## src/logic/vsdc_pkg.sv

```systemverilog
// constants and types shared by the oscillator section control logic
package vsdc_pkg;

	// -------------------------------------------------------------------
	// register offsets
	// -------------------------------------------------------------------
	localparam logic [9:0] OSC_CTRL_OFS     = 10'h0f3;
	localparam logic [9:0] OSC_DIV_CTRL_OFS = 10'h0f4;
	localparam logic [9:0] LF_CTRL_OFS      = 10'h0f5;
	localparam logic [9:0] LF_MSB_OFS       = 10'h0f6;

	// -------------------------------------------------------------------
	// field positions
	// -------------------------------------------------------------------
	localparam int FORCE_REL_BIT  = 4;
	localparam int REF_VALID_BIT  = 3;
	localparam int MIDSCALE_BIT   = 2;
	localparam int CAL_BIT        = 1;
	localparam int DIV_PD_BIT     = 3;
	localparam int DIV_CODE_LSB   = 0;
	localparam int POLE_LSB       = 6;
	localparam int ZERO_LSB       = 3;
	localparam int BYPASS_BIT     = 0;

	// -------------------------------------------------------------------
	// writable bit masks, reset values
	// -------------------------------------------------------------------
	localparam logic [7:0] OSC_CTRL_MASK = 8'h1e;
	localparam logic [7:0] OSC_DIV_MASK  = 8'h0f;
	localparam logic [7:0] LF_CTRL_MASK  = 8'hf8;
	localparam logic [7:0] LF_MSB_MASK   = 8'h01;
	localparam logic [7:0] OSC_CTRL_RST  = 8'h00;
	localparam logic [7:0] OSC_DIV_RST   = 8'h00;
	localparam logic [7:0] LF_CTRL_RST   = 8'h00;
	localparam logic [7:0] LF_MSB_RST    = 8'h00;

	// -------------------------------------------------------------------
	// divider and timing
	// -------------------------------------------------------------------
	localparam logic [3:0] DIV_BASE      = 4'h4;
	localparam int         CLK_PERIOD_PS = 25000;
	localparam int         CAL_TIME_NS   = 2000;
	localparam int         CAL_CYCLES    = (CAL_TIME_NS * 1000 + CLK_PERIOD_PS - 1) / CLK_PERIOD_PS;

	// -------------------------------------------------------------------
	// resistor values in ohms
	// -------------------------------------------------------------------
	localparam logic [11:0] POLE_OHM_0 = 12'h384; // 900
	localparam logic [11:0] POLE_OHM_1 = 12'h1c2; // 450
	localparam logic [11:0] POLE_OHM_2 = 12'h12c; // 300
	localparam logic [11:0] POLE_OHM_3 = 12'h0e1; // 225
	localparam logic [11:0] ZERO_OHM_0 = 12'hcb2; // 3250
	localparam logic [11:0] ZERO_OHM_1 = 12'habe; // 2750
	localparam logic [11:0] ZERO_OHM_2 = 12'h8ca; // 2250
	localparam logic [11:0] ZERO_OHM_3 = 12'h834; // 2100
	localparam logic [11:0] ZERO_OHM_4 = 12'hbb8; // 3000
	localparam logic [11:0] ZERO_OHM_5 = 12'h9c4; // 2500
	localparam logic [11:0] ZERO_OHM_6 = 12'h7d0; // 2000
	localparam logic [11:0] ZERO_OHM_7 = 12'h73a; // 1850

	typedef enum logic [2:0] {
		VSDC_CAL_IDLE = 3'b001,
		VSDC_CAL_RUN  = 3'b010,
		VSDC_CAL_DONE = 3'b100
	} vsdc_cal_state_t;

endpackage

```

## src/logic/vsdc_ctrl.sv

```systemverilog
// oscillator section control registers, sync release, calibration, decoders
//
// Contract
// - with force clear, hold distribution in sync until output loop locks, then release
// - force-release set ignores lock state, releases distribution immediately
// - reference valid from input loop indicator, or always valid when overridden
// - midpoint-force bit drives oscillator control voltage to midscale
// - calibrate bit starts calibration, never cleared by hardware
// - writing calibrate bit zero returns calibration logic to idle
// - divider power-down bit powers down the oscillator divider
// - oscillator divided by code plus four, feeding all channels
// - pole and zero resistor fields decode to their ohm values
// - next register bit zero bypasses internal zero resistor, external needed
`timescale 1ns/1ps
module vsdc_ctrl (
	input  wire logic        ref_clk,
	input  wire logic        resetn,
	input  wire logic        reg_wr_en,
	input  wire logic        reg_rd_en,
	input  wire logic [9:0]  reg_addr,
	input  wire logic [7:0]  reg_wdata,
	output logic      [7:0]  reg_rdata,
	input  wire logic        output_loop_lock_in,
	input  wire logic        input_loop_osc_ok_in,
	output logic             dist_sync_hold,
	output logic             dist_sync_release,
	output logic             output_loop_ref_valid,
	output logic             osc_midscale,
	output logic             cal_busy,
	output logic             cal_done,
	output logic             osc_div_pd,
	output logic             osc_div_tick,
	output logic      [11:0] second_pole_resistor_ohm,
	output logic      [11:0] zero_resistor_ohm,
	output logic             ext_zero_resistor_req
);

	// -------------------------------------------------------------------
	// register file
	// -------------------------------------------------------------------
	logic [7:0] osc_ctrl_r;
	logic [7:0] osc_ctrl_nxt;
	logic [7:0] osc_div_r;
	logic [7:0] osc_div_nxt;
	logic [7:0] lf_ctrl_r;
	logic [7:0] lf_ctrl_nxt;
	logic [7:0] lf_msb_r;
	logic [7:0] lf_msb_nxt;
	logic [7:0] rdata_r;
	logic [7:0] rdata_nxt;

	always_comb begin
		osc_ctrl_nxt = osc_ctrl_r;
		osc_div_nxt  = osc_div_r;
		lf_ctrl_nxt  = lf_ctrl_r;
		lf_msb_nxt   = lf_msb_r;
		rdata_nxt    = rdata_r;
		// calibrate bit changes only by a write
		if (reg_wr_en) begin
			case (reg_addr)
				vsdc_pkg::OSC_CTRL_OFS: begin
					osc_ctrl_nxt = reg_wdata & vsdc_pkg::OSC_CTRL_MASK;
				end
				vsdc_pkg::OSC_DIV_CTRL_OFS: begin
					osc_div_nxt = reg_wdata & vsdc_pkg::OSC_DIV_MASK;
				end
				vsdc_pkg::LF_CTRL_OFS: begin
					lf_ctrl_nxt = reg_wdata & vsdc_pkg::LF_CTRL_MASK;
				end
				vsdc_pkg::LF_MSB_OFS: begin
					lf_msb_nxt = reg_wdata & vsdc_pkg::LF_MSB_MASK;
				end
				default: begin
				end
			endcase
		end
		// unmapped reads return zero
		if (reg_rd_en) begin
			case (reg_addr)
				vsdc_pkg::OSC_CTRL_OFS:     rdata_nxt = osc_ctrl_r;
				vsdc_pkg::OSC_DIV_CTRL_OFS: rdata_nxt = osc_div_r;
				vsdc_pkg::LF_CTRL_OFS:      rdata_nxt = lf_ctrl_r;
				vsdc_pkg::LF_MSB_OFS:       rdata_nxt = lf_msb_r;
				default:                    rdata_nxt = 8'h00;
			endcase
		end
	end

	always_ff @(posedge ref_clk or negedge resetn) begin
		if (!resetn) begin
			osc_ctrl_r <= vsdc_pkg::OSC_CTRL_RST;
			osc_div_r  <= vsdc_pkg::OSC_DIV_RST;
			lf_ctrl_r  <= vsdc_pkg::LF_CTRL_RST;
			lf_msb_r   <= vsdc_pkg::LF_MSB_RST;
			rdata_r    <= 8'h00;
		end else begin
			osc_ctrl_r <= osc_ctrl_nxt;
			osc_div_r  <= osc_div_nxt;
			lf_ctrl_r  <= lf_ctrl_nxt;
			lf_msb_r   <= lf_msb_nxt;
			rdata_r    <= rdata_nxt;
		end
	end

	assign reg_rdata = rdata_r;

	logic force_rel;
	logic ref_ovr;
	logic cal_bit;
	assign force_rel = osc_ctrl_r[vsdc_pkg::FORCE_REL_BIT];
	assign ref_ovr   = osc_ctrl_r[vsdc_pkg::REF_VALID_BIT];
	assign cal_bit   = osc_ctrl_r[vsdc_pkg::CAL_BIT];

	// -------------------------------------------------------------------
	// pin synchronisers
	// -------------------------------------------------------------------
	// change accepted only when stages two and three agree
	logic [2:0] lock_sy_r;
	logic [2:0] osc_ok_sy_r;
	logic       lock_q_r;
	logic       lock_q_nxt;
	logic       osc_ok_q_r;
	logic       osc_ok_q_nxt;

	always_comb begin
		lock_q_nxt   = lock_q_r;
		osc_ok_q_nxt = osc_ok_q_r;
		if (lock_sy_r[1] == lock_sy_r[2]) begin
			lock_q_nxt = lock_sy_r[2];
		end
		if (osc_ok_sy_r[1] == osc_ok_sy_r[2]) begin
			osc_ok_q_nxt = osc_ok_sy_r[2];
		end
	end

	always_ff @(posedge ref_clk or negedge resetn) begin
		if (!resetn) begin
			lock_sy_r   <= 3'h0;
			osc_ok_sy_r <= 3'h0;
			lock_q_r    <= 1'b0;
			osc_ok_q_r  <= 1'b0;
		end else begin
			lock_sy_r   <= {lock_sy_r[1:0], output_loop_lock_in};
			osc_ok_sy_r <= {osc_ok_sy_r[1:0], input_loop_osc_ok_in};
			lock_q_r    <= lock_q_nxt;
			osc_ok_q_r  <= osc_ok_q_nxt;
		end
	end

	// -------------------------------------------------------------------
	// distribution sync and reference valid
	// -------------------------------------------------------------------
	logic hold_r;
	logic hold_nxt;
	logic rel_r;
	logic rel_nxt;
	logic refv_r;
	logic refv_nxt;

	always_comb begin
		hold_nxt = !(force_rel || lock_q_r);
		rel_nxt  = hold_r && !hold_nxt;
		// override makes the reference always valid
		refv_nxt = ref_ovr || osc_ok_q_r;
	end

	always_ff @(posedge ref_clk or negedge resetn) begin
		if (!resetn) begin
			hold_r <= 1'b1;
			rel_r  <= 1'b0;
			refv_r <= 1'b0;
		end else begin
			hold_r <= hold_nxt;
			rel_r  <= rel_nxt;
			refv_r <= refv_nxt;
		end
	end

	assign dist_sync_hold        = hold_r;
	assign dist_sync_release     = rel_r;
	assign output_loop_ref_valid = refv_r;
	assign osc_midscale          = osc_ctrl_r[vsdc_pkg::MIDSCALE_BIT];

	// -------------------------------------------------------------------
	// calibration sequencer
	// -------------------------------------------------------------------
	// level-held request: a new run needs the bit to go 0 then 1
	vsdc_pkg::vsdc_cal_state_t cal_st_r;
	vsdc_pkg::vsdc_cal_state_t cal_st_nxt;
	logic [15:0]               cal_cnt_r;
	logic [15:0]               cal_cnt_nxt;

	always_comb begin
		cal_st_nxt  = cal_st_r;
		cal_cnt_nxt = cal_cnt_r;
		case (cal_st_r)
			vsdc_pkg::VSDC_CAL_IDLE: begin
				cal_cnt_nxt = 16'h0000;
				if (cal_bit) begin
					cal_st_nxt = vsdc_pkg::VSDC_CAL_RUN;
				end
			end
			vsdc_pkg::VSDC_CAL_RUN: begin
				cal_cnt_nxt = cal_cnt_r + 16'h0001;
				if (cal_cnt_r == 16'(vsdc_pkg::CAL_CYCLES - 1)) begin
					cal_st_nxt = vsdc_pkg::VSDC_CAL_DONE;
				end
			end
			vsdc_pkg::VSDC_CAL_DONE: begin
			end
			default: begin
				cal_st_nxt = vsdc_pkg::VSDC_CAL_IDLE;
			end
		endcase
		if (!cal_bit) begin
			cal_st_nxt  = vsdc_pkg::VSDC_CAL_IDLE;
			cal_cnt_nxt = 16'h0000;
		end
	end

	always_ff @(posedge ref_clk or negedge resetn) begin
		if (!resetn) begin
			cal_st_r  <= vsdc_pkg::VSDC_CAL_IDLE;
			cal_cnt_r <= 16'h0000;
		end else begin
			cal_st_r  <= cal_st_nxt;
			cal_cnt_r <= cal_cnt_nxt;
		end
	end

	assign cal_busy = (cal_st_r == vsdc_pkg::VSDC_CAL_RUN);
	assign cal_done = (cal_st_r == vsdc_pkg::VSDC_CAL_DONE);

	// -------------------------------------------------------------------
	// oscillator divider
	// -------------------------------------------------------------------
	// power-down bit straight to divider
	assign osc_div_pd = osc_div_r[vsdc_pkg::DIV_PD_BIT];

	// one divided rate shared by all channels
	vsdc_osc_divider u_div (
		.ref_clk    (ref_clk),
		.resetn     (resetn),
		.power_down (osc_div_pd),
		.div_code   (osc_div_r[vsdc_pkg::DIV_CODE_LSB +: 3]),
		.div_tick   (osc_div_tick)
	);

	// -------------------------------------------------------------------
	// loop filter decode
	// -------------------------------------------------------------------
	logic [11:0] pole_r;
	logic [11:0] pole_nxt;
	logic [11:0] zero_r;
	logic [11:0] zero_nxt;
	logic        byp_r;
	logic        byp_nxt;

	always_comb begin
		case (lf_ctrl_r[vsdc_pkg::POLE_LSB +: 2])
			2'h0:    pole_nxt = vsdc_pkg::POLE_OHM_0;
			2'h1:    pole_nxt = vsdc_pkg::POLE_OHM_1;
			2'h2:    pole_nxt = vsdc_pkg::POLE_OHM_2;
			default: pole_nxt = vsdc_pkg::POLE_OHM_3;
		endcase
		case (lf_ctrl_r[vsdc_pkg::ZERO_LSB +: 3])
			3'h0:    zero_nxt = vsdc_pkg::ZERO_OHM_0;
			3'h1:    zero_nxt = vsdc_pkg::ZERO_OHM_1;
			3'h2:    zero_nxt = vsdc_pkg::ZERO_OHM_2;
			3'h3:    zero_nxt = vsdc_pkg::ZERO_OHM_3;
			3'h4:    zero_nxt = vsdc_pkg::ZERO_OHM_4;
			3'h5:    zero_nxt = vsdc_pkg::ZERO_OHM_5;
			3'h6:    zero_nxt = vsdc_pkg::ZERO_OHM_6;
			default: zero_nxt = vsdc_pkg::ZERO_OHM_7;
		endcase
		byp_nxt = lf_msb_r[vsdc_pkg::BYPASS_BIT];
		if (byp_nxt) begin
			zero_nxt = 12'h000;
		end
	end

	always_ff @(posedge ref_clk or negedge resetn) begin
		if (!resetn) begin
			pole_r <= vsdc_pkg::POLE_OHM_0;
			zero_r <= vsdc_pkg::ZERO_OHM_0;
			byp_r  <= 1'b0;
		end else begin
			pole_r <= pole_nxt;
			zero_r <= zero_nxt;
			byp_r  <= byp_nxt;
		end
	end

	assign second_pole_resistor_ohm = pole_r;
	assign zero_resistor_ohm        = zero_r;
	assign ext_zero_resistor_req    = byp_r;

	// -------------------------------------------------------------------
	// checks
	// -------------------------------------------------------------------
	a_hold_until_lock: assert property (
		@(posedge ref_clk) disable iff (!resetn)
		(!force_rel && !lock_q_r) |=> dist_sync_hold)
		else $error("distribution released without lock");

	a_force_release: assert property (
		@(posedge ref_clk) disable iff (!resetn)
		force_rel |=> !dist_sync_hold)
		else $error("force release did not release distribution");

	a_release_pulse: assert property (
		@(posedge ref_clk) disable iff (!resetn)
		$fell(dist_sync_hold) |-> dist_sync_release ##1 !dist_sync_release)
		else $error("release pulse missing or too long");

	a_ref_valid_ovr: assert property (
		@(posedge ref_clk) disable iff (!resetn)
		ref_ovr |=> output_loop_ref_valid)
		else $error("override did not mark reference valid");

	a_ref_valid_src: assert property (
		@(posedge ref_clk) disable iff (!resetn)
		(!ref_ovr && !osc_ok_q_r) |=> !output_loop_ref_valid)
		else $error("reference valid without indicator");

	a_cal_bit_held: assert property (
		@(posedge ref_clk) disable iff (!resetn)
		(cal_bit && !reg_wr_en) |=> cal_bit)
		else $error("calibrate bit cleared by hardware");

	a_cal_starts: assert property (
		@(posedge ref_clk) disable iff (!resetn)
		(cal_st_r == vsdc_pkg::VSDC_CAL_IDLE && cal_bit) |=> cal_busy || !cal_bit)
		else $error("calibration did not start");

	a_cal_reset: assert property (
		@(posedge ref_clk) disable iff (!resetn)
		!cal_bit |=> (cal_st_r == vsdc_pkg::VSDC_CAL_IDLE) && cal_cnt_r == 16'h0000)
		else $error("calibration not reset by clear");

	a_bypass_zero: assert property (
		@(posedge ref_clk) disable iff (!resetn)
		lf_msb_r[vsdc_pkg::BYPASS_BIT] |=> zero_resistor_ohm == 12'h000 && ext_zero_resistor_req)
		else $error("bypass did not zero the resistor");

	a_pole_decode: assert property (
		@(posedge ref_clk) disable iff (!resetn)
		(lf_ctrl_r[7:6] == 2'h3) |=> second_pole_resistor_ohm == 12'h0e1)
		else $error("pole code 3 not decoded to 225");

endmodule

```

## src/logic/vsdc_osc_divider.sv

```systemverilog
// programmable divider making the shared channel rate enable
`timescale 1ns/1ps
module vsdc_osc_divider (
	input  wire logic       ref_clk,
	input  wire logic       resetn,
	input  wire logic       power_down,
	input  wire logic [2:0] div_code,
	output logic            div_tick
);

	logic [3:0] cnt_r;
	logic [3:0] cnt_nxt;
	logic       tick_r;
	logic       tick_nxt;
	logic [3:0] ratio;

	// -------------------------------------------------------------------
	// count to ratio
	// -------------------------------------------------------------------
	always_comb begin
		ratio    = {1'b0, div_code} + vsdc_pkg::DIV_BASE;
		cnt_nxt  = cnt_r;
		tick_nxt = 1'b0;
		if (power_down) begin
			cnt_nxt = 4'h0;
		end else if (cnt_r >= ratio - 4'h1) begin
			cnt_nxt  = 4'h0;
			tick_nxt = 1'b1;
		end else begin
			cnt_nxt = cnt_r + 4'h1;
		end
	end

	always_ff @(posedge ref_clk or negedge resetn) begin
		if (!resetn) begin
			cnt_r  <= 4'h0;
			tick_r <= 1'b0;
		end else begin
			cnt_r  <= cnt_nxt;
			tick_r <= tick_nxt;
		end
	end

	assign div_tick = tick_r;

	// -------------------------------------------------------------------
	// checks
	// -------------------------------------------------------------------
	a_div_pd_quiet: assert property (
		@(posedge ref_clk) disable iff (!resetn)
		power_down |=> !div_tick)
		else $error("divider ticked while powered down");

	a_div_ratio_gap: assert property (
		@(posedge ref_clk) disable iff (!resetn)
		div_tick |=> !div_tick [*3])
		else $error("divider ticks closer than four cycles");

endmodule

```

## config.mk

```make
export PLATFORM = sky130hd
export DESIGN_NAME = vsdc_ctrl
export DESIGN_NICKNAME = d
export VERILOG_FILES = /design/src/logic/vsdc_pkg.sv /design/src/logic/vsdc_ctrl.sv /design/src/logic/vsdc_osc_divider.sv
export SDC_FILE = /design/constraint.sdc
export NUM_CORES = 1
export LEC_CHECK = 0
export BUFFER_PORTS_ARGS = -buffer_cell sky130_fd_sc_hd__buf_2
export CAP_MARGIN = 15
export CORE_MARGIN = 2
export CORE_UTILIZATION = 55
export CTS_CLUSTER_SIZE = 28
export DETAILED_ROUTE_END_ITERATION = 10
export HOLD_SLACK_MARGIN = 0.03
export PLACE_DENSITY_LB_ADDON = 0.2
export SLEW_MARGIN = 30
export SYNTH_ARGS = -nofsm -noshare
export SYNTH_HDL_FRONTEND = slang
export SYNTH_SLANG_ARGS = --single-unit
```

## constraint.sdc

```tcl
create_clock -name ref_clk -period 1.82 [get_ports ref_clk]
set_input_delay 0.182 -clock ref_clk [delete_from_list [all_inputs] [get_ports ref_clk]]
set_output_delay 0.182 -clock ref_clk [all_outputs]
set_load 0.01 [all_outputs]
```

==> out/qor.txt, run 1 <==
total of max-cap violations = 0
total CTS buffers = 9
total power = 4.264 mW
num ports = 65
crit end category = output port
largest fanout on the critical path = 9
row count = 28
Initial Util = 0.5764
Crit Path Category = reg -> out
layer with the highest usage = met2
hpwl dp = 4.979 mm
Post-synth ARST share = 1.000
fillers = 448
DP Worst Slack = 0.05083 ns
period utilization = 0.9501
drt wl/cell = 15.47 um
worst setup margin = 0.09084 ns
post-synthesis sequential area ratio = 0.5696
multi-input logic area = 1359 sq um
NumNets Final = 410
Setup Fix Bufs, Post-CTS = 0
Max Fclk = 578.3 MHz
core area = 5991 sq um
fin. max-slew vios = 0
Synth area leaders = dfrtp_1, dfstp_2, mux2_2, o21ai_0, nand2_1
final number of setup-violating endpoints = 0
Synth Flop Type = dfrtp_1
Post-synth top cells = dfrtp_1, nand2_1, inv_1, o21ai_0, nor2_1
RePlAce Congestion = 0.9044
Final Non-Filler Cells = 459
DRT antenna net count = 0
Detailed Routing Iterations Pass 1 = 5
GR Layer Usage met3 = 0.05368
pwr/cell area = 1036 nW/um^2
Routed WL = 7.100 mm
pin count of the biggest net entering global routing = 42
maximum root-to-sink buffer count = 2
initial antenna violation count = 0
met2 usage = 0.3446
DR DRC count = 0
setup TNS = 0 ns
placed cells = 440
Clock Skews = 0.01077 ns
Hold/Removal Path Class = in -> reg
Synth top area share = 0.4783
peak supply drop = 0.6846 mV
post-layout minimum cycle time = 1.729 ns
clk sinks = 78
die height = 83.24 um
CTS tree = built
arrival time at the worst endpoint = 1.55 ns
die area = 6929 sq um
met1 Resource Use GR = 0.2921
vias in the first global route = 2552
leakage power total = 1.977 nW
Mapped Area = 3453 sq um
Port Buffers = 60
via count = 2579
register area = 1967 sq um
crit start category = register
RSZ-0062 raised after global routing = false
final hold violations = 0
CTS H-tree depth = 3
Syn. warnings = 0
Clk Latency, worst-skew pair = 0.35 ns
Die X = 83.24 um
clock root buffer = clkbuf_8
vias per cell = 5.619
Critical Path RT = 1.64 ns
Yosys reg bits = 78
EDFF count, synth = 0
Yosys top cell by area = dfrtp_1
Syn Inst Count = 310
layout cell share with drive strength beyond 1 = 0.3099
top-count cell post-synth = dfrtp_1
Overall Global Routing Usage = 0.2178
initial DRC count = 207
area grow syn2layout = 19.20%
post-synth cell types = 53
GRT overflow = 0
Post-Syn Area per Cell = 11.14 sq um
status = complete, no violations
clk slew on worst S/H paths = 0.08 ns
Antenna diodes = 0
first-pass GRT wire length = 12.12 mm
## sequential cells by signal, indices dropped and copies added, names as in the netlist
register / flops
output_loop_ref_valid: 1
second_pole_resistor_ohm: 9
lock_sy_r: 3
dist_sync_hold: 1
osc_div_r: 4
osc_ctrl_r: 4
u_div.cnt_r: 4
zero_resistor_ohm: 11
osc_ok_q_r: 1
reg_rdata: 8
cal_cnt_r: 16
lf_msb_r: 1
lf_ctrl_r: 5
cal_st_r: 3
lock_q_r: 1
dist_sync_release: 1
osc_ok_sy_r: 3
ext_zero_resistor_req: 1
u_div.div_tick: 1
## cell type report
class | count | area share
well taps | 75 | 0.02280
multi-input cells | 201 | 0.3301
flip-flops and latches | 78 | 0.4778
clock buffers | 11 | 0.03435
repair buffers | 71 | 0.09848
clock inverters | 5 | 0.02006
inverters | 18 | 0.01641
## worst max-delay path, stage by stage (launching register included)
cell and delay [ns]:
dfrtp_1 0.46, or3b_4 0.46, inv_1 0.13, buf_2 0.15
## placed cells by master, fill, tap and decap left out, types with 2 or more instances in the layout
cell | netlist | final
o22ai_1 | 7 | 7
nand2_1 | 24 | 24
o21ai_0 | 18 | 17
inv_1 | 18 | 18
nor3_1 | 8 | 8
nor2_1 | 16 | 16
a21oi_1 | 11 | 11
nor3b_1 | 2 | 2
ha_1 | 7 | 7
clkbuf_8 | 0 | 10
nand2b_1 | 6 | 6
xor2_1 | 4 | 4
buf_4 | 4 | 8
buf_2 | 1 | 59
bufinv_16 | 0 | 2
nor4_1 | 6 | 6
maj3_1 | 2 | 2
conb_1 | 1 | 4
and3_1 | 3 | 3
xnor2_1 | 6 | 6
mux2_2 | 14 | 14
nand3_1 | 12 | 12
a32oi_1 | 3 | 3
nor4_4 | 2 | 2
dfstp_2 | 12 | 12
a31oi_1 | 4 | 4
and2_1 | 5 | 5
dlygate4sd3_1 | 0 | 3
nor2b_1 | 6 | 6
dfrtp_1 | 66 | 66
nand4_1 | 7 | 7
## metrics by stage
stage | hold slack [ns] | area [sq um] | utilization
floorplan | -0.1136 | 3465 | -
global placement | 0.1713 | 3857 | 0.6439
detailed placement | 0.1727 | 3857 | 0.6439
CTS | 0.05360 | 4111 | 0.6863
global route | 0.05370 | 4116 | 0.6871
finish | 0.05818 | 4116 | 0.6871
## layer usage
metal,share of wire,wire [um]
met2,0.49,3466
met3,0.058,415
met5,0,0
met4,0.015,110
met1,0.44,3108
## logic make-up (layout without fill, tap and decap cells)
group / after synthesis / count (layout) / synth area share
mux: 15 / 15 / 0.04855
compound gates: 54 / 54 / 0.09602
simple gates: 109 / 109 / 0.1866
other cells: 1 / 4 / 0.001086
xor+xnor: 10 / 10 / 0.02536
buf+inv: 34 / 105 / 0.04166
flops: 78 / 78 / 0.5696
fa+ha+maj: 9 / 9 / 0.03116
## power by group
group / total, mW / internal (mW) / switching, mW
logic: 0.824 / 0.343 / 0.480
clock network: 1.45 / 0.816 / 0.636
registers: 1.99 / 1.88 / 0.112
## what timing repair did
| action | CTS | global route |
|---|---|---|
| hold buffers | 3 | 0 |
| hold endpoints to repair | 30 | 0 |
| resized for setup | 0 | 3 |
| endpoints found under the setup margin | 0 | 6 |
## worst paths after layout
check                                         start                             end  slack (ns)  depth (start not counted)
max in group asynchronous                    resetn         cal_st_r[0]$_DFFE_PN1P_        0.85                          3
min reg2reg                osc_ok_sy_r[0]$_DFF_PN0_        osc_ok_sy_r[1]$_DFF_PN0_        0.36                          0
max                         cal_st_r[2]$_DFFE_PN0P_                        cal_busy        0.09                          3
min in group asynchronous                    resetn  zero_resistor_ohm[3]$_DFF_PN0_        0.33                          2
min                                    reg_wdata[7]        lf_ctrl_r[7]$_DFFE_PN0P_        0.06                          2
max reg2reg                cal_cnt_r[0]$_DFFE_PN0P_       cal_cnt_r[14]$_DFFE_PN0P_        0.13                          5
Power figures use the tool's default switching activity.
==> run 2: changes to the inputs <==
--- a/config.mk
+++ b/config.mk
@@ -8,7 +8,7 @@
 export BUFFER_PORTS_ARGS = -buffer_cell sky130_fd_sc_hd__buf_2
 export CAP_MARGIN = 15
 export CORE_MARGIN = 2
-export CORE_UTILIZATION = 55
+export CORE_UTILIZATION = 59
 export CTS_CLUSTER_SIZE = 28
 export DETAILED_ROUTE_END_ITERATION = 10
 export HOLD_SLACK_MARGIN = 0.03
==> constraint.sdc (replaced) <==
create_clock -name ref_clk -period 2 [get_ports ref_clk]
set_input_delay 0.2 -clock ref_clk [delete_from_list [all_inputs] [get_ports ref_clk]]
set_output_delay 0.2 -clock ref_clk [all_outputs]
set_load 0.01 [all_outputs]
==> run 2 against run 1 <==
  * Sequential share of layout area grew 0.40 points
  * Design area decreased by 0.82%
  * Global-route usage rose by 2.1 points
  * Wire length decreased by 3.8%
  * Worst setup slack gained 0.15 ns
  * First-iteration DRC count down 51%
  * Non-clock buffer count down 2
  * Cell count decreased by 1.1%
  * Combinational power fell by 14%
  * Worst hold slack improved by 0.041 ns
  * Core utilization up 4.5 points
  * Register-to-register slack gained 0.11 ns
  * Largest power group unchanged
==> out/qor.txt, run 2 (same netlist as run 1, synthesis figures left out) <==
status = complete, no violations
total of max-cap violations = 0 (unchanged)
via count = 2536 (-1.7%)
post-layout minimum cycle time = 1.756 ns
met2 usage = 0.3658 (+0.02126)
RePlAce Congestion = 0.8582 (-5.1%)
first-pass GRT wire length = 11.50 mm (-5.1%)
Seq pwr share = 0.480 (+0.014)
hpwl dp = 4.807 mm (-3.5%)
core area = 5574 sq um (-7.0%)
final number of setup-violating endpoints = 0 (unchanged)
die height = 80.51 um (-3.3%)
Clock Skews = 0.007976 ns (-0.002793 ns)
Switching Share = 0.2875 (-0.0005255)
die area = 6481 sq um (-6.5%)
internal power = 2.698 mW (-11%)
DR DRC count = 0 (unchanged)
pin count of the biggest net entering global routing = 52 (+24%)
most common cell after layout, fill and taps aside = dfrtp_1
worst slew pin tran = 0.5899 ns
Clk Latency, worst-skew pair = 0.35 ns (about the same)
max FFs per register = 16 (unchanged)
crit start category = register
period utilization = 0.8779
layer with the highest usage = met2
initial antenna violation count = 0 (unchanged)
leakage power total = 1.956 nW (-1.1%)
Final Core Density = 0.7324 (+0.04530)
Setup Fix Bufs, Post-CTS = 0 (unchanged)
Critical Path RT = 2.27 ns (+0.63 ns)
clk slew on worst S/H paths = 0.08 ns (about the same)
clock group share of total power = 0.333 (-0.008)
combinational share of power = 0.187 (-0.006)
setup TNS = 0 ns (unchanged)
relative slew slack = 0.6026
clock root buffer = clkbuf_8
total CTS buffers = 9 (unchanged)
Crit Path Category = reg -> reg
area grow syn2layout = 18.22%
Max Fclk = 569.6 MHz
DRT antenna net count = 0 (unchanged)
GR Layer Usage met3 = 0.06742 (+0.01374)
largest fanout on the critical path = 5 (-4)
Initial Util = 0.6195 (+0.04309)
NumNets Final = 408 (-0.49%)
fin. max-slew vios = 0 (unchanged)
maximum root-to-sink buffer count = 2 (unchanged)
CTS tree = built
Hold/Removal Path Class = in -> reg
layout cell share with drive strength beyond 1 = 0.3010 (-0.008849)
pwr/cell area = 927.5 nW/um^2 (-10%)
peak supply drop = 0.6498 mV (-5.1%)
vias per cell = 5.586 (-0.58%)
fillers = 417 (-6.9%)
vias in the first global route = 2480 (-2.8%)
most frequent cells in the layout = dfrtp_1, buf_2, nand2_1, o21ai_0, inv_1
Port Buffers = 60 (unchanged)
Detailed Routing Iterations Pass 1 = 6 (+1)
Overall Global Routing Usage = 0.2384 (+0.02059)
CTS H-tree depth = 3 (unchanged)
crit end category = register
GRT overflow = 0 (unchanged)
initial DRC count = 101 (-51%)
arrival time at the worst endpoint = 2.03 ns (+0.48 ns)
clk sinks = 78 (unchanged)
most flop-heavy register = cal_cnt_r
RSZ-0062 raised after global routing = false
Antenna diodes = 0 (unchanged)
met1 Resource Use GR = 0.3185 (+0.02644)
num ports = 65 (unchanged)
row count = 27 (-3.6%)
Die X = 80.51 um (-3.3%)
Net Sw Power = 1.089 mW (-11%)
drt wl/cell = 15.04 um (-2.8%)
Routed WL = 6.828 mm (-3.8%)
final hold violations = 0 (unchanged)
run 2: cell types whose count changed in the layout (fill, tap and decap cells not counted), sizes merged:
cell and delta:
clkinv +1, clkinvlp +1, buf -2, inv -1, clkbuf -1
run 2: path summary, 6_finish.rpt:
kind                                               start  cells past startpoint  slack [ns]                                     to
worst max-delay path            osc_div_r[0]$_DFFE_PN0P_                      7        0.24               u_div.div_tick$_DFF_PN0_
worst min-delay path                        reg_wdata[5]                      2         0.1               lf_ctrl_r[5]$_DFFE_PN0P_
worst max register to register  osc_div_r[0]$_DFFE_PN0P_                      7        0.24               u_div.div_tick$_DFF_PN0_
worst min register to register  osc_ok_sy_r[0]$_DFF_PN0_                      0        0.34               osc_ok_sy_r[1]$_DFF_PN0_
max in group asynchronous                         resetn                      3        1.07  second_pole_resistor_ohm[2]$_DFF_PN1_
min in group asynchronous                         resetn                      2        0.30         zero_resistor_ohm[2]$_DFF_PN0_
run 2: area by class of cell:
cell class | instances | area [sq um] | share of cell area
sequential | 78 | 1967 | 0.4818
multi-input combinational | 201 | 1354 | 0.3316
timing repair buffer | 69 | 390.4 | 0.09562
clock buffer | 10 | 127.6 | 0.03126
tap | 72 | 90.09 | 0.02207
clock inverter | 6 | 86.33 | 0.02115
inverter | 18 | 67.56 | 0.01655
run 2: worst max-delay path, cell delays in order (launching register included):
cell	delay, ns
dfrtp_1	0.37
inv_1	0.08
ha_1	0.21
xor2_1	0.14
ha_1	0.27
nand2_1	0.04
o21ai_0	0.40
nor2b_1	0.19
run 2: timing repair:
action                     4_1_cts  5_1_grt
setup endpoints to repair        0        0
hold buffers                     3        0
hold endpoints to repair        26        0
gates resized for setup          0        0
run 2: routing by layer:
layer  wire (um)  vias to the layer above  share of wire
met5           0                        -              0
met4         153                        0          0.022
met3         424                       15          0.062
met2        3166                       92           0.46
met1        3084                     1207           0.45
li1            -                     1222              -
run 2: per-stage QoR:
step	power [mW]	instances	hold slack, ns	instance area [sq um]	worst slack, ns
after global routing	4.008	454	0.07963	4083	0.07324
after CTS	3.810	454	0.08412	4083	0.2367
after detailed placement	2.541	435	0.1410	3839	0.2512
final	3.787	454	0.09883	4083	0.2443
after floorplan	2.306	313	-0.09559	3465	0.4232
after global placement	2.511	435	0.1375	3839	0.2730
run 2: power by group through the flow:
stage	Clock, mW	Combinational [mW]	Sequential [mW]
3_3_place_gp	0	0.679	1.83
2_1_floorplan	0	0.478	1.83
5_1_grt	1.37	0.806	1.83
4_1_cts	1.29	0.710	1.81
6_report	1.26	0.709	1.82
3_5_place_dp	0	0.699	1.84
==> run 3: changes to the inputs <==
--- a/config.mk
+++ b/config.mk
@@ -5,6 +5,7 @@
 export SDC_FILE = /design/constraint.sdc
 export NUM_CORES = 1
 export LEC_CHECK = 0
+export ABC_AREA = 1
 export BUFFER_PORTS_ARGS = -buffer_cell sky130_fd_sc_hd__buf_2
 export CAP_MARGIN = 15
 export CORE_MARGIN = 2
==> run 3 against run 2 <==
  * Core utilization decreased by 2.7 points
  * Area after synthesis increased by 3.1%
  * Design area increased by 1.7%
  * Critical path depth is 1 higher
  * Non-clock buffer count is 5 lower
  * Cell count grew 21%
  * First-iteration DRC count increased by 120%
  * Sequential cell count unchanged
  * Global-route usage grew 0.41 points
  * Via count up 15%
  * Critical path type unchanged
==> out/qor.txt, run 3 <==
layout cell share with drive strength beyond 1 = 0.2426 (-0.05843)
arrival time at the worst endpoint = 1.99 ns (-0.04 ns)
GRT overflow = 0 (unchanged)
status = complete, no violations
Seq pwr share = 0.541 (+0.061)
die height = 81.69 um (+1.5%)
Die X = 81.69 um (+1.5%)
Critical Path RT = 2.25 ns (-0.02 ns)
Initial Util = 0.6050 (-0.01451)
Post-synth top cells = nand2_1, dfrtp_1, inv_1
combinational share of power = 0.110 (-0.077)
main combinational cell family by area after synthesis = simple AND/OR/NAND/NOR gates
Net Sw Power = 0.8321 mW (-24%)
internal power = 2.307 mW (-14%)
CTS H-tree depth = 3 (unchanged)
Routed WL = 7.360 mm (+7.8%)
Mapped Area = 3561 sq um (+3.1%)
EDFF count, synth = 0 (unchanged)
RePlAce Congestion = 0.8624 (+0.49%)
Antenna diodes = 0 (unchanged)
clock root buffer = clkbuf_8
Final Non-Filler Cells = 549 (+21%)
hpwl dp = 5.322 mm (+11%)
mux contribution to synthesized area = 0.002811 (-0.04574)
clock group share of total power = 0.349 (+0.016)
max FFs per register = 16 (unchanged)
fin. max-slew vios = 0 (unchanged)
post-synth cell types = 36 (-32%)
initial antenna violation count = 0 (unchanged)
Setup Fix Bufs, Post-CTS = 0 (unchanged)
Switching Share = 0.2651 (-0.02248)
placed inst area = 3936 sq um (+2.5%)
initial DRC count = 221 (+120%)
fillers = 453 (+8.6%)
drt wl/cell = 13.41 um (-11%)
NumNets Final = 500 (+23%)
Post-Synth Adder-Cell Area = 0.03022 (-0.0009416)
DRT antenna net count = 0 (unchanged)
RSZ-0062 raised after global routing = false
total of max-cap violations = 0 (unchanged)
Post-Syn Area per Cell = 8.902 sq um (-20%)
simple-gate share of the synthesized area = 0.2702 (+0.08361)
pwr/cell area = 755.8 nW/um^2 (-19%)
most flop-heavy register = cal_cnt_r
Post-synth ARST share = 1.000 (unchanged)
final instance area = 4154 sq um (+1.7%)
Yosys reg bits = 78 (unchanged)
row count = 28 (+3.7%)
peak supply drop = 0.5914 mV (-9.0%)
crit end category = register
num ports = 65 (unchanged)
Synth Flop Type = dfrtp_1
Crit Path Category = reg -> reg
final number of setup-violating endpoints = 0 (unchanged)
post-synthesis sequential area ratio = 0.5524 (-0.01721)
clk slew on worst S/H paths = 0.08 ns (about the same)
Compound-Gate Fraction of Synth Area = 0.06360 (-0.03242)
vias in the first global route = 2742 (+11%)
CTS tree = built
Synth area leaders = dfrtp_1, nand2_1, dfstp_2, inv_1, nor2_1
clk sinks = 78 (unchanged)
largest fanout on the critical path = 5 (unchanged)
maximum root-to-sink buffer count = 2 (unchanged)
Clk Latency, worst-skew pair = 0.35 ns (about the same)
total power = 3.139 mW (-17%)
via count = 2913 (+15%)
area grow syn2layout = 16.65%
Clock Skews = 0.004442 ns (-0.003533 ns)
Synth top area share = 0.4638 (-0.01445)
core area = 5886 sq um (+5.6%)
Overall Global Routing Usage = 0.2425 (+0.004071)
top-count cell post-synth = nand2_1
placed cells = 530 (+22%)
WHS = 0.09062 ns (-0.008216 ns)
Detailed Routing Iterations Pass 1 = 5 (-1)
Syn Inst Count = 400 (+29%)
first-pass GRT wire length = 12.22 mm (+6.2%)
leakage power total = 2.112 nW (+7.9%)
period utilization = 0.8694 (-0.008431)
DR DRC count = 0 (unchanged)
die area = 6673 sq um (+3.0%)
Yosys top cell by area = dfrtp_1
post-synthesis xor/xnor area fraction = 0.01230 (-0.01306)
final hold violations = 0 (unchanged)
Port Buffers = 60 (unchanged)
most common cell after layout, fill and taps aside = nand2_1
Syn. warnings = 0 (unchanged)
total CTS buffers = 9 (unchanged)
post-layout minimum cycle time = 1.739 ns (-0.01686 ns)
most frequent cells in the layout = nand2_1, dfrtp_1, buf_2, inv_1, nor2_1
Hold/Removal Path Class = in -> reg
crit start category = register
setup TNS = 0 ns (unchanged)
vias per cell = 5.306 (-5.0%)
pin count of the biggest net entering global routing = 44 (-15%)
Max Fclk = 575.1 MHz (+0.97%)
-- run 3: timing repair --
action                                 in CTS  in global routing
setup endpoints to repair                   0                  1
resized for setup                           0                  1
hold buffers                                3                  0
endpoints found under the hold margin      35                  0
-- run 3: logic make-up (layout without fill, tap and decap cells) --
family	after synthesis	count (layout)
flip-flops	78	78
other	1	4
buffers and inverters	59	130
XOR/XNOR	5	5
adder cells (fa/ha/maj)	9	9
multiplexers	1	1
AND/OR/NAND/NOR	204	204
AO/OA/AOI/OAI	43	43
-- run 3: path summary, 6_finish.rpt --
path	startpoint	to	slack, ns	depth (start not counted)
setup / recovery	osc_div_r[0]$_DFFE_PN0P_	u_div.cnt_r[3]$_DFF_PN0_	0.26	8
hold / removal	reg_wdata[0]	lf_msb_r[0]$_DFFE_PN0P_	0.09	3
setup reg to reg	osc_div_r[0]$_DFFE_PN0P_	u_div.cnt_r[3]$_DFF_PN0_	0.26	8
hold reg to reg	osc_ok_sy_r[0]$_DFF_PN0_	osc_ok_sy_r[1]$_DFF_PN0_	0.36	0
max in group asynchronous	resetn	zero_resistor_ohm[10]$_DFF_PN1_	1.02	3
min in group asynchronous	resetn	cal_cnt_r[12]$_DFFE_PN0P_	0.35	2
-- run 3: metrics by stage --
step	setup slack (ns)	util
2_1_floorplan	0.4810	-
3_3_place_gp	0.3327	0.6688
3_5_place_dp	0.2277	0.6688
4_1_cts	0.2103	0.7054
5_1_grt	0.1701	0.7058
6_report	0.2612	0.7058
-- run 3: final cells by class --
type | count | area [sq um] | area share
inverter | 50 | 187.7 | 0.04518
sequential | 78 | 1967 | 0.4735
tap | 75 | 93.84 | 0.02259
clock inverter | 5 | 33.78 | 0.008133
timing repair buffer | 64 | 352.8 | 0.08494
multi-input combinational | 266 | 1368 | 0.3292
clock buffer | 11 | 151.4 | 0.03645
-- run 3: per-layer routing --
metal | track usage | vias up | routed length, um
met4 | 0.1017 | 0 | 152
met2 | 0.3926 | 93 | 3589
met3 | 0.03846 | 13 | 354
li1 | - | 1416 | -
met1 | 0.3275 | 1391 | 3264
met5 | 0 | - | 0
-- run 3: power groups by stage --
stage	clock network, mW	registers (mW)	logic (mW)
6_report	1.09	1.70	0.345
5_1_grt	1.18	1.71	0.396
4_1_cts	1.11	1.70	0.349
3_5_place_dp	0	1.73	0.343
3_3_place_gp	0	1.73	0.322
2_1_floorplan	0	1.73	0.204
-- run 3: worst max-delay path, cell delays in order (launching register included) --
cell and delay (ns):
dfrtp_1 0.39, inv_1 0.08, ha_1 0.29, ha_1 0.29, inv_1 0.06, o21bai_1 0.06
nand3_1 0.07, nand3_1 0.17, nor3_1 0.24
